**config.mk**
```make
export PLATFORM = sky130hd
export DESIGN_NAME = dbgx_core
export DESIGN_NICKNAME = d
export VERILOG_FILES = /design/src/dbgx_pkg.sv /design/src/dbgx_core.sv
export VERILOG_INCLUDE_DIRS = /design/src
export SDC_FILE = /design/constraint.sdc
export NUM_CORES = 2
export LEC_CHECK = 0
export ABC_CLOCK_PERIOD_IN_PS = 7400
export BUFFER_PORTS_ARGS = -buffer_cell sky130_fd_sc_hd__buf_4
export CAP_MARGIN = 20
export CORE_MARGIN = 1.5
export CORE_UTILIZATION = 40
export DETAILED_ROUTE_END_ITERATION = 6
export HOLD_SLACK_MARGIN = 0.05
export PLACE_DENSITY_LB_ADDON = 0.1
export SKIP_LAST_GASP = 1
export SYNTH_ARGS = -nofsm -noshare
export SYNTH_HDL_FRONTEND = slang
export SYNTH_SLANG_ARGS = --single-unit
```
**constraint.sdc**
```tcl
create_clock -name clk_i -period 7.4 [get_ports clk_i]
set_clock_uncertainty 0.15 [all_clocks]
set_input_delay 0 -clock clk_i [delete_from_list [all_inputs] [get_ports clk_i]]
set_output_delay 0 -clock clk_i [all_outputs]
set_load 0.005 [all_outputs]
```
**src/dbgx_regs.svh**
```systemverilog
`ifndef DBGX_REGS_SVH
`define DBGX_REGS_SVH

// ----------------------------------------------------------------------
// Register indices and bus byte offsets
// ----------------------------------------------------------------------
`define DBGX_IDX_STATUS 3'h6
`define DBGX_IDX_CTRL 3'h7
`define DBGX_ADDR_LSB 3
`define DBGX_ADDR_STRIDE 8'h08

// ----------------------------------------------------------------------
// Status register field positions
// ----------------------------------------------------------------------
`define DBGX_ST_MATCH_LSB 0
`define DBGX_ST_ACCESS 13
`define DBGX_ST_STEP 14
`define DBGX_ST_TASK 15

// ----------------------------------------------------------------------
// Control register field positions
// ----------------------------------------------------------------------
`define DBGX_CT_GUARD 13
`define DBGX_CT_TYPE_LSB 16
`define DBGX_CT_LEN_LSB 18
`define DBGX_CT_FIELD_STEP 4

// ----------------------------------------------------------------------
// Access types, lengths and vectors
// ----------------------------------------------------------------------
`define DBGX_TYPE_EXEC 2'h0
`define DBGX_TYPE_WRITE 2'h1
`define DBGX_TYPE_IO 2'h2
`define DBGX_TYPE_RDWR 2'h3
`define DBGX_LEN_1 2'h0
`define DBGX_LEN_2 2'h1
`define DBGX_LEN_8 2'h2
`define DBGX_LEN_4 2'h3
`define DBGX_VEC_DEBUG 8'h01
`define DBGX_VEC_BREAK 8'h03
`define DBGX_GP_CODE 16'h0000

// ----------------------------------------------------------------------
// Reset values
// ----------------------------------------------------------------------
`define DBGX_RST_WORD 64'h0000000000000000

`endif

```
**src/dbgx_pkg.sv**
```systemverilog
package dbgx_pkg;

  // Operating mode of the core, one-hot.
  typedef enum logic [2:0] {
    DBGX_MODE16 = 3'b001,
    DBGX_MODE32 = 3'b010,
    DBGX_MODE64 = 3'b100
  } dbgx_mode_e;

  // One debug register image.
  typedef logic [63:0] dbgx_word_t;

endpackage : dbgx_pkg

```
**src/dbgx_core.sv**
```systemverilog
// Design decisions made here: the Wishbone interface to the registers and the register offsets.
`timescale 1ns/1ns
`include "dbgx_regs.svh"
module dbgx_core
  import dbgx_pkg::*;
#(
  parameter int NUM_BP = 4,
  parameter bit LEN8_EN = 1'b1
) (
  // Clock, reset and enable.
  input wire logic clk_i,
  input wire logic rst_i,
  input wire logic ce_i,
  // Wishbone slave carrying the debug register moves.
  input wire logic wb_cyc_i,
  input wire logic wb_stb_i,
  input wire logic wb_we_i,
  input wire logic [7:0] wb_adr_i,
  input wire logic [7:0] wb_sel_i,
  input wire logic [63:0] wb_dat_i,
  output logic [63:0] wb_dat_o,
  output logic wb_ack_o,
  // Operating mode.
  input wire logic [2:0] mode_i,
  // Instruction boundary.
  input wire logic insn_valid_i,
  input wire logic [63:0] insn_addr_i,
  input wire logic ss_shadow_i,
  // Data and I/O accesses of the running instruction.
  input wire logic acc_valid_i,
  input wire logic [63:0] acc_addr_i,
  input wire logic [3:0] acc_size_i,
  input wire logic acc_write_i,
  input wire logic acc_io_i,
  // Instruction completion.
  input wire logic insn_done_i,
  input wire logic ret_dword_i,
  input wire logic task_switch_i,
  input wire logic saved_resume_i,
  input wire logic step_trap_i,
  input wire logic task_trap_i,
  input wire logic break_insn_i,
  input wire logic other_fault_i,
  // Exception delivery.
  output logic exc_valid_o,
  output logic [7:0] exc_vector_o,
  output logic exc_fault_o,
  output logic exc_trap_o,
  output logic gp_fault_o,
  output logic [15:0] gp_code_o,
  output logic resume_flag_o
);

  // ----------------------------------------------------------------------
  // Storage
  // ----------------------------------------------------------------------
  dbgx_word_t bp_addr [NUM_BP];
  dbgx_word_t spare_reg [2];
  dbgx_word_t status_reg;
  dbgx_word_t ctrl_reg;
  logic resume_flag;
  logic [NUM_BP-1:0] data_hit_q;

  // ----------------------------------------------------------------------
  // Helper functions
  // ----------------------------------------------------------------------
  // Merges the selected byte lanes of a write into the old value.
  function automatic dbgx_word_t lane_merge(input dbgx_word_t old_v,
                                            input dbgx_word_t new_v,
                                            input logic [7:0] sel);
    dbgx_word_t res;
    res = old_v;
    for (int b = 0; b < 8; b++) begin
      if (sel[b]) begin
        res[b*8 +: 8] = new_v[b*8 +: 8];
      end
    end
    return res;
  endfunction : lane_merge

  // Byte mask of the low address bits covered by a length encoding.
  function automatic logic [63:0] len_span(input logic [1:0] len);
    logic [63:0] res;
    res = 64'h0000000000000000;
    unique case (len)
      `DBGX_LEN_1: res = 64'h0000000000000000;
      `DBGX_LEN_2: res = 64'h0000000000000001;
      `DBGX_LEN_4: res = 64'h0000000000000003;
      `DBGX_LEN_8: res = LEN8_EN ? 64'h0000000000000007 : 64'h0;
    endcase
    return res;
  endfunction : len_span

  // ----------------------------------------------------------------------
  // Bus decode
  // ----------------------------------------------------------------------
  logic [2:0] idx;
  logic mapped;
  logic bus_go;
  logic is_mode64;
  logic guarded;
  logic wr_go;
  logic gp_hit;
  dbgx_word_t wr_val;
  dbgx_word_t rd_val;

  // Each register sits in one aligned 8-byte word.
  assign idx = wb_adr_i[`DBGX_ADDR_LSB +: 3];
  assign mapped = (wb_adr_i[`DBGX_ADDR_LSB-1:0] == 3'h0) &&
                  (wb_adr_i[7:6] == 2'h0);
  assign bus_go = wb_cyc_i && wb_stb_i && !wb_ack_o;
  assign is_mode64 = (mode_i == DBGX_MODE64);
  assign guarded = bus_go && mapped && ctrl_reg[`DBGX_CT_GUARD];
  // In 64-bit mode a write of ones to the reserved top half of status or control is refused.
  assign gp_hit = bus_go && mapped && wb_we_i && !guarded && is_mode64 &&
                  ((idx == `DBGX_IDX_STATUS) || (idx == `DBGX_IDX_CTRL)) &&
                  (|(wb_sel_i[7:4] & {|wb_dat_i[63:56], |wb_dat_i[55:48],
                                      |wb_dat_i[47:40], |wb_dat_i[39:32]}));
  assign wr_go = bus_go && mapped && wb_we_i && !guarded && !gp_hit;

  // Selects the current image of a register.
  always_comb begin
    rd_val = `DBGX_RST_WORD;
    if (idx < 3'(NUM_BP)) begin
      rd_val = bp_addr[idx[1:0]];
    end else if (idx == `DBGX_IDX_STATUS) begin
      rd_val = status_reg;
    end else if (idx == `DBGX_IDX_CTRL) begin
      rd_val = ctrl_reg;
    end else begin
      rd_val = spare_reg[idx[0]];
    end
  end

  // Upper half is zeroed outside 64-bit mode; 64-bit mode keeps all lanes.
  always_comb begin
    wr_val = lane_merge(rd_val, wb_dat_i, wb_sel_i);
    if (!is_mode64) begin
      wr_val[63:32] = 32'h00000000;
    end
  end

  // ----------------------------------------------------------------------
  // Breakpoint matching
  // ----------------------------------------------------------------------
  logic [NUM_BP-1:0] bp_en;
  logic [NUM_BP-1:0] insn_hit;
  logic [NUM_BP-1:0] acc_hit;
  logic [NUM_BP-1:0] data_hit_all;

  generate
    for (genvar n = 0; n < NUM_BP; n++) begin : g_match
      logic [1:0] kind;
      logic [1:0] len;
      logic [63:0] lo;
      logic [63:0] hi;
      logic [63:0] a_lo;
      logic [63:0] a_hi;
      logic kind_ok;
      assign kind = ctrl_reg[`DBGX_CT_TYPE_LSB + n*`DBGX_CT_FIELD_STEP +: 2];
      assign len = ctrl_reg[`DBGX_CT_LEN_LSB + n*`DBGX_CT_FIELD_STEP +: 2];
      assign bp_en[n] = ctrl_reg[2*n] || ctrl_reg[2*n+1];
      // Instruction hits compare the full address, length ignored.
      assign insn_hit[n] = (kind == `DBGX_TYPE_EXEC) &&
                           (insn_addr_i == bp_addr[n]);
      // The length masks the low bits of the breakpoint address.
      assign lo = bp_addr[n] & ~len_span(len);
      assign hi = lo | len_span(len);
      // I/O addresses are zero extended from 16 bits.
      assign a_lo = acc_io_i ? {48'h0, acc_addr_i[15:0]} : acc_addr_i;
      assign a_hi = a_lo + {60'h0, acc_size_i} - 64'h1;
      always_comb begin
        unique case (kind)
          `DBGX_TYPE_EXEC: kind_ok = 1'b0;
          `DBGX_TYPE_WRITE: kind_ok = acc_write_i && !acc_io_i;
          `DBGX_TYPE_IO: kind_ok = acc_io_i;
          `DBGX_TYPE_RDWR: kind_ok = !acc_io_i;
        endcase
      end
      // Any touched byte inside the range counts.
      assign acc_hit[n] = acc_valid_i && kind_ok && (acc_size_i != 4'h0) &&
                          (a_lo <= hi) && (a_hi >= lo);
    end
  endgenerate

  assign data_hit_all = data_hit_q | acc_hit;

  // ----------------------------------------------------------------------
  // Exception causes
  // ----------------------------------------------------------------------
  logic insn_fire;
  logic trap_fire;
  logic fault_fire;
  logic dbg_fire;
  logic break_fire;

  // Resume flag and stack-load shadow only mute instruction hits.
  assign insn_fire = insn_valid_i && !resume_flag && !ss_shadow_i &&
                     (|(insn_hit & bp_en));
  assign trap_fire = insn_done_i && ((|(data_hit_all & bp_en)) ||
                     step_trap_i || task_trap_i);
  assign fault_fire = insn_fire || guarded;
  assign dbg_fire = fault_fire || trap_fire;
  assign break_fire = insn_done_i && break_insn_i && !dbg_fire;

  // ----------------------------------------------------------------------
  // Accumulated data hits of the running instruction
  // ----------------------------------------------------------------------
  // Hits are held until the instruction completes and then reported.
  always_ff @(posedge clk_i) begin
    if (rst_i) begin
      data_hit_q <= '0;
    end else if (ce_i) begin
      if (insn_done_i) begin
        data_hit_q <= '0;
      end else begin
        data_hit_q <= data_hit_all;
      end
    end
  end

  // ----------------------------------------------------------------------
  // Breakpoint address and spare registers
  // ----------------------------------------------------------------------
  // Addresses are stored as written, with no limit check.
  always_ff @(posedge clk_i) begin
    if (rst_i) begin
      for (int i = 0; i < NUM_BP; i++) begin
        bp_addr[i] <= `DBGX_RST_WORD;
      end
      spare_reg[0] <= `DBGX_RST_WORD;
      spare_reg[1] <= `DBGX_RST_WORD;
    end else if (ce_i && wr_go) begin
      if (idx < 3'(NUM_BP)) begin
        bp_addr[idx[1:0]] <= wr_val;
      end else if (idx != `DBGX_IDX_STATUS && idx != `DBGX_IDX_CTRL) begin
        spare_reg[idx[0]] <= wr_val;
      end
    end
  end

  // ----------------------------------------------------------------------
  // Status register
  // ----------------------------------------------------------------------
  // Hardware updates only with an exception and win over a software write.
  always_ff @(posedge clk_i) begin
    if (rst_i) begin
      status_reg <= `DBGX_RST_WORD;
    end else if (ce_i) begin
      if (dbg_fire) begin
        status_reg[`DBGX_ST_MATCH_LSB +: NUM_BP] <=
          (insn_fire ? insn_hit : '0) |
          (trap_fire ? data_hit_all : '0);
        if (guarded) begin
          status_reg[`DBGX_ST_ACCESS] <= 1'b1;
        end
        if (trap_fire && step_trap_i) begin
          status_reg[`DBGX_ST_STEP] <= 1'b1;
        end
        if (trap_fire && task_trap_i) begin
          status_reg[`DBGX_ST_TASK] <= 1'b1;
        end
      end else if (wr_go && idx == `DBGX_IDX_STATUS) begin
        status_reg <= wr_val;
      end
    end
  end

  // ----------------------------------------------------------------------
  // Control register
  // ----------------------------------------------------------------------
  // The guard enable drops on entry to the debug handler.
  always_ff @(posedge clk_i) begin
    if (rst_i) begin
      ctrl_reg <= `DBGX_RST_WORD;
    end else if (ce_i) begin
      if (wr_go && idx == `DBGX_IDX_CTRL) begin
        ctrl_reg <= wr_val;
      end
      if (dbg_fire) begin
        ctrl_reg[`DBGX_CT_GUARD] <= 1'b0;
      end
    end
  end

  // ----------------------------------------------------------------------
  // Resume flag
  // ----------------------------------------------------------------------
  // Fault entry sets it unless an instruction hit is part of the exception;
  // trap entries come with completion, which clears or reloads it.
  always_ff @(posedge clk_i) begin
    if (rst_i) begin
      resume_flag <= 1'b0;
    end else if (ce_i) begin
      if (insn_fire) begin
        resume_flag <= 1'b0;
      end else if (guarded || gp_hit || other_fault_i) begin
        resume_flag <= 1'b1;
      end else if (insn_done_i) begin
        if (ret_dword_i || task_switch_i) begin
          resume_flag <= saved_resume_i;
        end else begin
          resume_flag <= 1'b0;
        end
      end
    end
  end

  assign resume_flag_o = resume_flag;

  // ----------------------------------------------------------------------
  // Exception outputs
  // ----------------------------------------------------------------------
  // One pulse per exception; the debug vector takes precedence over the break vector.
  always_ff @(posedge clk_i) begin
    if (rst_i) begin
      exc_valid_o <= 1'b0;
      exc_vector_o <= 8'h00;
      exc_fault_o <= 1'b0;
      exc_trap_o <= 1'b0;
    end else if (ce_i) begin
      exc_valid_o <= dbg_fire || break_fire;
      exc_fault_o <= fault_fire;
      exc_trap_o <= trap_fire;
      if (dbg_fire) begin
        exc_vector_o <= `DBGX_VEC_DEBUG;
      end else if (break_fire) begin
        exc_vector_o <= `DBGX_VEC_BREAK;
      end
    end
  end

  // Protection fault pulse for a refused reserved-bit write.
  always_ff @(posedge clk_i) begin
    if (rst_i) begin
      gp_fault_o <= 1'b0;
      gp_code_o <= 16'h0000;
    end else if (ce_i) begin
      gp_fault_o <= gp_hit;
      gp_code_o <= `DBGX_GP_CODE;
    end
  end

  // ----------------------------------------------------------------------
  // Bus answer
  // ----------------------------------------------------------------------
  // One wait state, with ack the cycle after the request; guarded or unmapped reads return zero.
  always_ff @(posedge clk_i) begin
    if (rst_i) begin
      wb_ack_o <= 1'b0;
      wb_dat_o <= 64'h0000000000000000;
    end else if (ce_i) begin
      wb_ack_o <= bus_go;
      if (bus_go && !wb_we_i) begin
        if (!mapped || guarded) begin
          wb_dat_o <= 64'h0000000000000000;
        end else if (is_mode64) begin
          wb_dat_o <= rd_val;
        end else begin
          wb_dat_o <= {32'h00000000, rd_val[31:0]};
        end
      end
    end
  end

endmodule : dbgx_core

```
After elaboration in Yosys (flattened, before gate mapping)
Memory sizes are Yosys's and may differ from the RTL's.
Index checks and enable logic that the tools add are counted.
Widths: inputs -> output; s select.
{ "word_totals": {"ff_bits": 210, "ramBits": 384, "in_bits": 234, "out_inout_bits": 94, "elab_cells": 242, "mem_count": 2} }
{ "op_classes": {"addsub": 2, "order_cmp": 9, "n_eq_ne": 36, "muxes": 57, "bitwise": 18, "n_reduce_logical": 102} }
{ "mem_list": {"columns": ["name", "depth", "word_bits", "read_ports", "rd_clocked_by_memory_dff", "write_ports", "line", "source"], "rows": [
  ["bp_addr", 4, 64, 5, 0, 4, "dbgx_core.sv:57", "dbgx_word_t bp_addr [NUM_BP];"],
  ["spare_reg", 2, 64, 1, 0, 2, "dbgx_core.sv:58", "dbgx_word_t spare_reg [2];"]
]} }
{ "op_table": {"columns": ["operator", "count"], "rows": [
  ["$pmux 64 s4", 4],
  ["$mux 64", 8],
  ["$and 64x64->64", 4],
  ["$eq 64x64->1", 4],
  ["$ge 64x64->1", 4],
  ["$le 64x64->1", 4],
  ["$not 64->64", 4],
  ["$or 64x64->64", 4],
  ["$reduce_or 64->1", 2],
  ["$mux 8", 10],
  ["$add 64x4->64", 1],
  ["$sub 64x1->64 const B", 1],
  ["$logic_and 1x1->1", 45],
  ["$eq 2x2->1 const B", 16],
  ["$mux 32", 1],
  ["$reduce_or 8->1", 4],
  ["$mux 1", 22],
  ["$logic_not 2->1", 9],
  ["$eq 2x1->1 const B", 8],
  ["$mux 16", 1],
  ["$mux 4", 4],
  ["$pmux 1 s4", 4],
  ["$logic_or 1x1->1", 14],
  ["$mux 14", 1],
  ["other kinds (18)", 45]
]} }

Depth between registers and ports, before layout
{ "depth": {"word_depth": 19, "ltp_mapped": 33, "depth_no_buf": 28} }

Worst setup path after synthesis
OpenSTA, ideal clock, no wires.
{ "synth_timing": {"path_type": "input port to flip-flop", "from": "input wb_adr_i[3]", "to": "memory bp_addr[3][0] in the netlist's numbering (enable)", "setup_time_ps": 581, "arrival_time_ps": 6168, "t_required_ps": 6669, "setup_slack_ps": 501, "path_stages": 6, "n_path_buf": 4, "path_cell_list": "clkbuf_1 > buf_2 > buf_1 > clkbuf_1 > nand3_1 > o31ai_1"} }
{ "synth_rtl": {"columns": ["element", "line", "source"], "rows": [
  ["start: declaration", "dbgx_core.sv:18", "input wire logic [7:0] wb_adr_i,"],
  ["end: declaration", "dbgx_core.sv:57", null]
]} }

Worst setup path in the final report
{ "layout_timing": {"from": "input acc_addr_i[1]", "to": "register exc_trap_o"} }
{ "layout_between": {"elab_chain_cells": 11, "word_cells_on_any_way": 25, "classes_between": "add/sub (2); order compare (8); mux (1); bitwise (2); reduce/logical (12)"} }
{ "layout_lines": {"columns": ["element", "line", "source"], "rows": [
  ["start: declaration", "dbgx_core.sv:31", "input wire logic [63:0] acc_addr_i,"],
  ["$mux 64 (*)", "dbgx_core.sv:170", "assign a_lo = acc_io_i ? {48'h0, acc_addr_i[15:0]} : acc_addr_i;"],
  ["$add 64x4->64", "dbgx_core.sv:171", "assign a_hi = a_lo + {60'h0, acc_size_i} - 64'h1;"],
  ["$sub 64x1->64", "dbgx_core.sv:171", null],
  ["$ge 64x64->1", "dbgx_core.sv:182", "(a_lo <= hi) && (a_hi >= lo);"],
  ["$logic_and 1x1->1", "dbgx_core.sv:182", null],
  ["$or 4x4->4 (*)", "dbgx_core.sv:186", "assign data_hit_all = data_hit_q | acc_hit;"],
  ["$and 4x4->4 (*)", "dbgx_core.sv:200", "assign trap_fire = insn_done_i && ((|(data_hit_all & bp_en)) ||"],
  ["$reduce_or 4->1 (*)", "dbgx_core.sv:200", null],
  ["$logic_or 1x1->1 (*)", "dbgx_core.sv:200", null],
  ["$logic_or 1x1->1 (*)", "dbgx_core.sv:201", "step_trap_i || task_trap_i);"],
  ["$logic_and 1x1->1 (*)", "dbgx_core.sv:200", null],
  ["end signal: assignment", "dbgx_core.sv:324", "exc_trap_o <= trap_fire;"],
  ["end: declaration", "dbgx_core.sv:48", "output logic exc_trap_o,"]
]} }
Mark *: on every way between the ends. The rest lies on a longest branch, timed or not.
A chain may end at the register's enable or synchronous reset.

==> flow_summary.html <==
<table>
<tr><th>Metric</th><th>Value</th></tr>
<tr><th colspan="2">STA</th></tr>
<tr><td>Post-route fraction of the period consumed by the critical path</td><td>0.9927</td></tr>
<tr><td>Worst max-slew margin expressed relative to the limit</td><td>0.1911</td></tr>
<tr><td>Pins Over Slew Limit</td><td>0</td></tr>
<tr><td>Least-Margin Pin Slew</td><td>1.208 ns</td></tr>
<tr><td>Setup-failing EPs final</td><td>0</td></tr>
<tr><td>Aggregate negative setup slack</td><td>0 ns</td></tr>
<tr><td>Post-layout minimum cycle time</td><td>7.346 ns</td></tr>
<tr><td>Achievable clock frequency</td><td>136.1 MHz</td></tr>
<tr><td>Setup repair after global routing missed its margin</td><td>true</td></tr>
<tr><td>Final Hold Fails</td><td>0</td></tr>
<tr><th colspan="2">Global route</th></tr>
<tr><td>Largest net degree at the start of global routing</td><td>97</td></tr>
<tr><td>Vias in the first global route</td><td>39960</td></tr>
<tr><td>Antenna violations before repair</td><td>24</td></tr>
<tr><td>Global-route wire length before repair</td><td>296600 µm</td></tr>
<tr><td>Residual overflow from global routing</td><td>0</td></tr>
<tr><td>Overall global routing resource usage</td><td>0.3594</td></tr>
<tr><th colspan="2">Routing</th></tr>
<tr><td>Final routed DRC violation total</td><td>6</td></tr>
<tr><td>Total detailed-routing wirelength</td><td>212300 µm</td></tr>
<tr><td>Violation count after the first detailed-route iteration</td><td>5299</td></tr>
<tr><td>Wire length per cell after detailed routing</td><td>30.37 µm</td></tr>
<tr><td>Remaining number of nets flagged by the antenna check after routing</td><td>0</td></tr>
<tr><td>DRT Pass-1 Iters</td><td>7</td></tr>
<tr><td>Via/cell ratio</td><td>6.076</td></tr>
<tr><td>Number of vias after detailed routing</td><td>42470</td></tr>
<tr><th colspan="2">Die</th></tr>
<tr><td>Area of the die</td><td>114800 µm²</td></tr>
<tr><td>IO Pins</td><td>328</td></tr>
<tr><td>Vertical extent of the die</td><td>338.9 µm</td></tr>
<tr><td>Initial core utilization</td><td>0.4022</td></tr>
<tr><td>Core Area</td><td>112200 µm²</td></tr>
<tr><td>Chip Width</td><td>338.9 µm</td></tr>
<tr><td>Placement row count</td><td>123</td></tr>
<tr><th colspan="2">Synthesis</th></tr>
<tr><td>Distinct cell type count after synthesis</td><td>97</td></tr>
<tr><td>Share of the synthesized area in the top cell type</td><td>0.2555</td></tr>
<tr><td>Count leader, synth</td><td>sky130_fd_sc_hd__nor2_1</td></tr>
<tr><td>Most area-hungry cell type in the Yosys netlist</td><td>sky130_fd_sc_hd__edfxtp_1</td></tr>
<tr><td>Total number of yosys warnings</td><td>0</td></tr>
<tr><td>Mean Syn Cell Area</td><td>9.185 µm²</td></tr>
<tr><td>Number of synthesized register bits</td><td>588</td></tr>
<tr><td>Most used flip-flop cell after synthesis</td><td>sky130_fd_sc_hd__edfxtp_1</td></tr>
<tr><td>Post-synth top cells</td><td>sky130_fd_sc_hd__nor2_1 (712), sky130_fd_sc_hd__ha_1 (545), sky130_fd_sc_hd__edfxtp_1 (384)</td></tr>
<tr><td>Biggest area contributors in the synthesized netlist</td><td>sky130_fd_sc_hd__edfxtp_1 (26%), sky130_fd_sc_hd__ha_1 (15%), sky130_fd_sc_hd__dfxtp_1 (9.0%)</td></tr>
<tr><td>Synthesized area</td><td>45130 µm²</td></tr>
<tr><td>Post-synthesis async set-or-reset flop share</td><td>0</td></tr>
<tr><td>Part of the Yosys area used for sequential elements</td><td>0.3460</td></tr>
<tr><td>Number of flops mapped to enable cells by yosys</td><td>384</td></tr>
<tr><td>Instance count of the mapped netlist</td><td>4913</td></tr>
<tr><th colspan="2">Clock tree</th></tr>
<tr><td>Worst-path clk slew</td><td>0.07 ns</td></tr>
<tr><td>CTS tree</td><td>yes</td></tr>
<tr><td>Number of levels the H-tree was split into</td><td>3</td></tr>
<tr><td>Clk buf depth</td><td>3</td></tr>
<tr><td>CTS sink count</td><td>588</td></tr>
<tr><td>CTS Root Buffer Type</td><td>sky130_fd_sc_hd__clkbuf_16</td></tr>
<tr><td>Clock latency reported for the late side of the worst-skew pair</td><td>0.66 ns</td></tr>
<tr><td>CTS buffer count</td><td>66</td></tr>
<tr><th colspan="2">Setup path</th></tr>
<tr><td>Slowest Stage Delay on Critical Path</td><td>0.62 ns</td></tr>
<tr><td>Launch point of the worst reg-to-reg path</td><td>bp_addr[1][51]</td></tr>
<tr><td>Worst-path maximum fanout</td><td>6</td></tr>
<tr><td>Worst EP arrival</td><td>7.77 ns</td></tr>
<tr><td>First element of the critical path</td><td>acc_addr_i[1]</td></tr>
<tr><td>Critical Path Slowest Stage Cell</td><td>sky130_fd_sc_hd__nor3_1</td></tr>
<tr><td>Cell occurring most often along the worst timing path</td><td>sky130_fd_sc_hd__buf_4</td></tr>
<tr><td>Critical Path Sink</td><td>exc_trap_o</td></tr>
<tr><td>Critical Path Source Type</td><td>input port</td></tr>
<tr><td>Crit Reg-Reg Endpoint</td><td>status_reg[56]</td></tr>
<tr><td>Category of the worst setup path capture point</td><td>flop</td></tr>
<tr><td>Slack of the worst reg-to-reg path</td><td>1.12 ns</td></tr>
<tr><td>Path type of the worst setup path</td><td>input port to flop</td></tr>
<tr><td>Data required time at the worst endpoint</td><td>7.82 ns</td></tr>
<tr><td>Number of cells on the worst reg-to-reg path</td><td>14</td></tr>
<tr><th colspan="2">Placement</th></tr>
<tr><td>GP Congestion</td><td>1.027</td></tr>
<tr><td>Detailed-placement wirelength estimate</td><td>166300 µm</td></tr>
<tr><td>Placed cell count</td><td>6739</td></tr>
<tr><td>Buffers added on ports</td><td>305</td></tr>
<tr><th colspan="2">Power</th></tr>
<tr><td>Worst-case vdd ir drop</td><td>0.1589 mV</td></tr>
<tr><td>Power density cells</td><td>186.7 nW/µm²</td></tr>
<tr><td>LEAKAGE</td><td>21.99 nW</td></tr>
<tr><th colspan="2">Layout</th></tr>
<tr><td>Non-Filler Instances</td><td>6991</td></tr>
<tr><td>Largest register FFs</td><td>256</td></tr>
<tr><td>Layout overhead on the synthesized area</td><td>19.29%</td></tr>
<tr><td>Count of filler cells inserted in the layout</td><td>10750</td></tr>
<tr><td>Total Nets Final</td><td>6216</td></tr>
<tr><td>Proportion of layout cells with a drive suffix above 1</td><td>0.1550</td></tr>
<tr><th colspan="2">Worst hold path</th></tr>
<tr><td>Class of the tightest hold or removal check</td><td>input port to flop</td></tr>
<tr><th colspan="2">Status</th></tr>
<tr><td>Violations in the final reports</td><td>DRC</td></tr>
<tr><td>Outcome</td><td>complete, but fails checks</td></tr>
<tr><th colspan="2">Job</th></tr>
<tr><td>Number of max-cap violations</td><td>0</td></tr>
</table>
cells in the final DEF (no fill, tap or decap), types with 22 or more instances in the layout:
master / n
sky130_fd_sc_hd__a21o_1: 88
sky130_fd_sc_hd__o21ai_0: 208
sky130_fd_sc_hd__buf_4: 572
sky130_fd_sc_hd__nor2_1: 712
sky130_fd_sc_hd__or3_1: 75
sky130_fd_sc_hd__conb_1: 22
sky130_fd_sc_hd__and3_1: 27
sky130_fd_sc_hd__a21oi_1: 332
sky130_fd_sc_hd__o211ai_1: 58
sky130_fd_sc_hd__nand2_1: 269
sky130_fd_sc_hd__nor4_1: 52
sky130_fd_sc_hd__a211oi_1: 39
sky130_fd_sc_hd__inv_1: 357
sky130_fd_sc_hd__nand3_1: 80
sky130_fd_sc_hd__o21ai_1: 22
sky130_fd_sc_hd__xor2_1: 90
sky130_fd_sc_hd__and4_1: 28
sky130_fd_sc_hd__ha_1: 545
sky130_fd_sc_hd__nand2b_1: 97
sky130_fd_sc_hd__nand4_1: 116
sky130_fd_sc_hd__clkbuf_16: 67
sky130_fd_sc_hd__dlygate4sd3_1: 124
sky130_fd_sc_hd__mux2i_1: 40
sky130_fd_sc_hd__a221oi_1: 23
sky130_fd_sc_hd__mux4_2: 111
sky130_fd_sc_hd__dfxtp_1: 204
sky130_fd_sc_hd__nor3_1: 48
sky130_fd_sc_hd__edfxtp_1: 384
sky130_fd_sc_hd__a22oi_1: 74
sky130_fd_sc_hd__nor2b_1: 35
sky130_fd_sc_hd__xnor2_1: 179
sky130_fd_sc_hd__a31oi_1: 41
worst min-delay path by stage:
stage,from,endpoint,slack (ns),depth (start not counted)
6_report,wb_dat_i[52],bp_addr[3][52],0.11,4
4_1_cts,wb_dat_i[52],bp_addr[3][52],0.06,4
5_1_grt,insn_addr_i[58],status_reg[1],0.14,6
3_5_place_dp,break_insn_i,exc_vector_o[1],0.20,3
3_3_place_gp,break_insn_i,exc_vector_o[1],0.20,3
2_1_floorplan,break_insn_i,exc_vector_o[1],0.06,2
cell type report:
| class | count | area [µm²] | share of cell area |
|---|---|---|---|
| Clock inverter | 30 | 297.8 | 0.005532 |
| Antenna cell | 2 | 5.005 | 0.00009297 |
| Clock buffer | 91 | 1857 | 0.03449 |
| Sequential cell | 588 | 15620 | 0.2901 |
| Tap cell | 1500 | 1877 | 0.03486 |
| Multi-Input combinational cell | 3714 | 27180 | 0.5050 |
| Inverter | 363 | 1365 | 0.02536 |
| Timing Repair Buffer | 703 | 5633 | 0.1046 |
through the flow:
step	power [W]	area, µm²	hold WS (ns)	setup slack, ns	utilization
after floorplan	0.005296	45210	0.05998	0.5006	-
after global placement	0.006567	50310	0.1989	-0.4874	0.4484
after detailed placement	0.006565	50370	0.1998	-0.4716	0.4489
after CTS	0.009987	53750	0.06405	0.06131	0.4791
after global routing	0.01041	53830	0.1362	-0.1575	0.4798
final	0.01005	53830	0.1124	0.05410	0.4798
power by group:
part / total, W / internal [W] / switching [W]
clock network: 0.00340 / 0.00191 / 0.00148
logic: 0.00303 / 0.00120 / 0.00183
registers: 0.00363 / 0.00356 / 0.0000669
cell families (layout without fill, tap and decap cells):
kind of cell,count (synthesis),in the layout,synth area share
AND/OR/NAND/NOR,1612,1612,0.1690
AO/OA/AOI/OAI,1088,1088,0.1545
buffers and inverters,632,1187,0.05626
flip-flops,588,588,0.3460
adder cells (fa/ha/maj),559,559,0.1544
XOR/XNOR,270,270,0.05257
multiplexers,163,163,0.06721
other,1,24,0.00008310
layer usage:
| metal | up-vias | global-route usage | wire [µm] |
|---|---|---|---|
| li1 | 18970 | - | - |
| met2 | 2251 | 0.5317 | 89620 |
| met1 | 20880 | 0.5156 | 92040 |
| met4 | 14 | 0.1369 | 9021 |
| met3 | 354 | 0.06836 | 21530 |
| met5 | - | 0 | 84 |
timing repair:
| action | 4_1_cts | 5_1_grt |
|---|---|---|
| buffers inserted | 0 | 0 |
| setup endpoints to repair | 0 | 67 |
| hold endpoints to repair | 480 | 4 |
| gates resized for setup | 0 | 5 |
| hold buffers | 123 | 1 |
critical path: cells and delay by family:
kind | cells | cell delay [ns]
adders and majority gates | 3 | 0.77
xor gates and xnor gates | 1 | 0.16
buffers and inverters | 9 | 1.57
AOI/OAI and AO/OA | 13 | 3.16
and+or+nand+nor | 8 | 2.11
(Power assumes the default switching activity.)
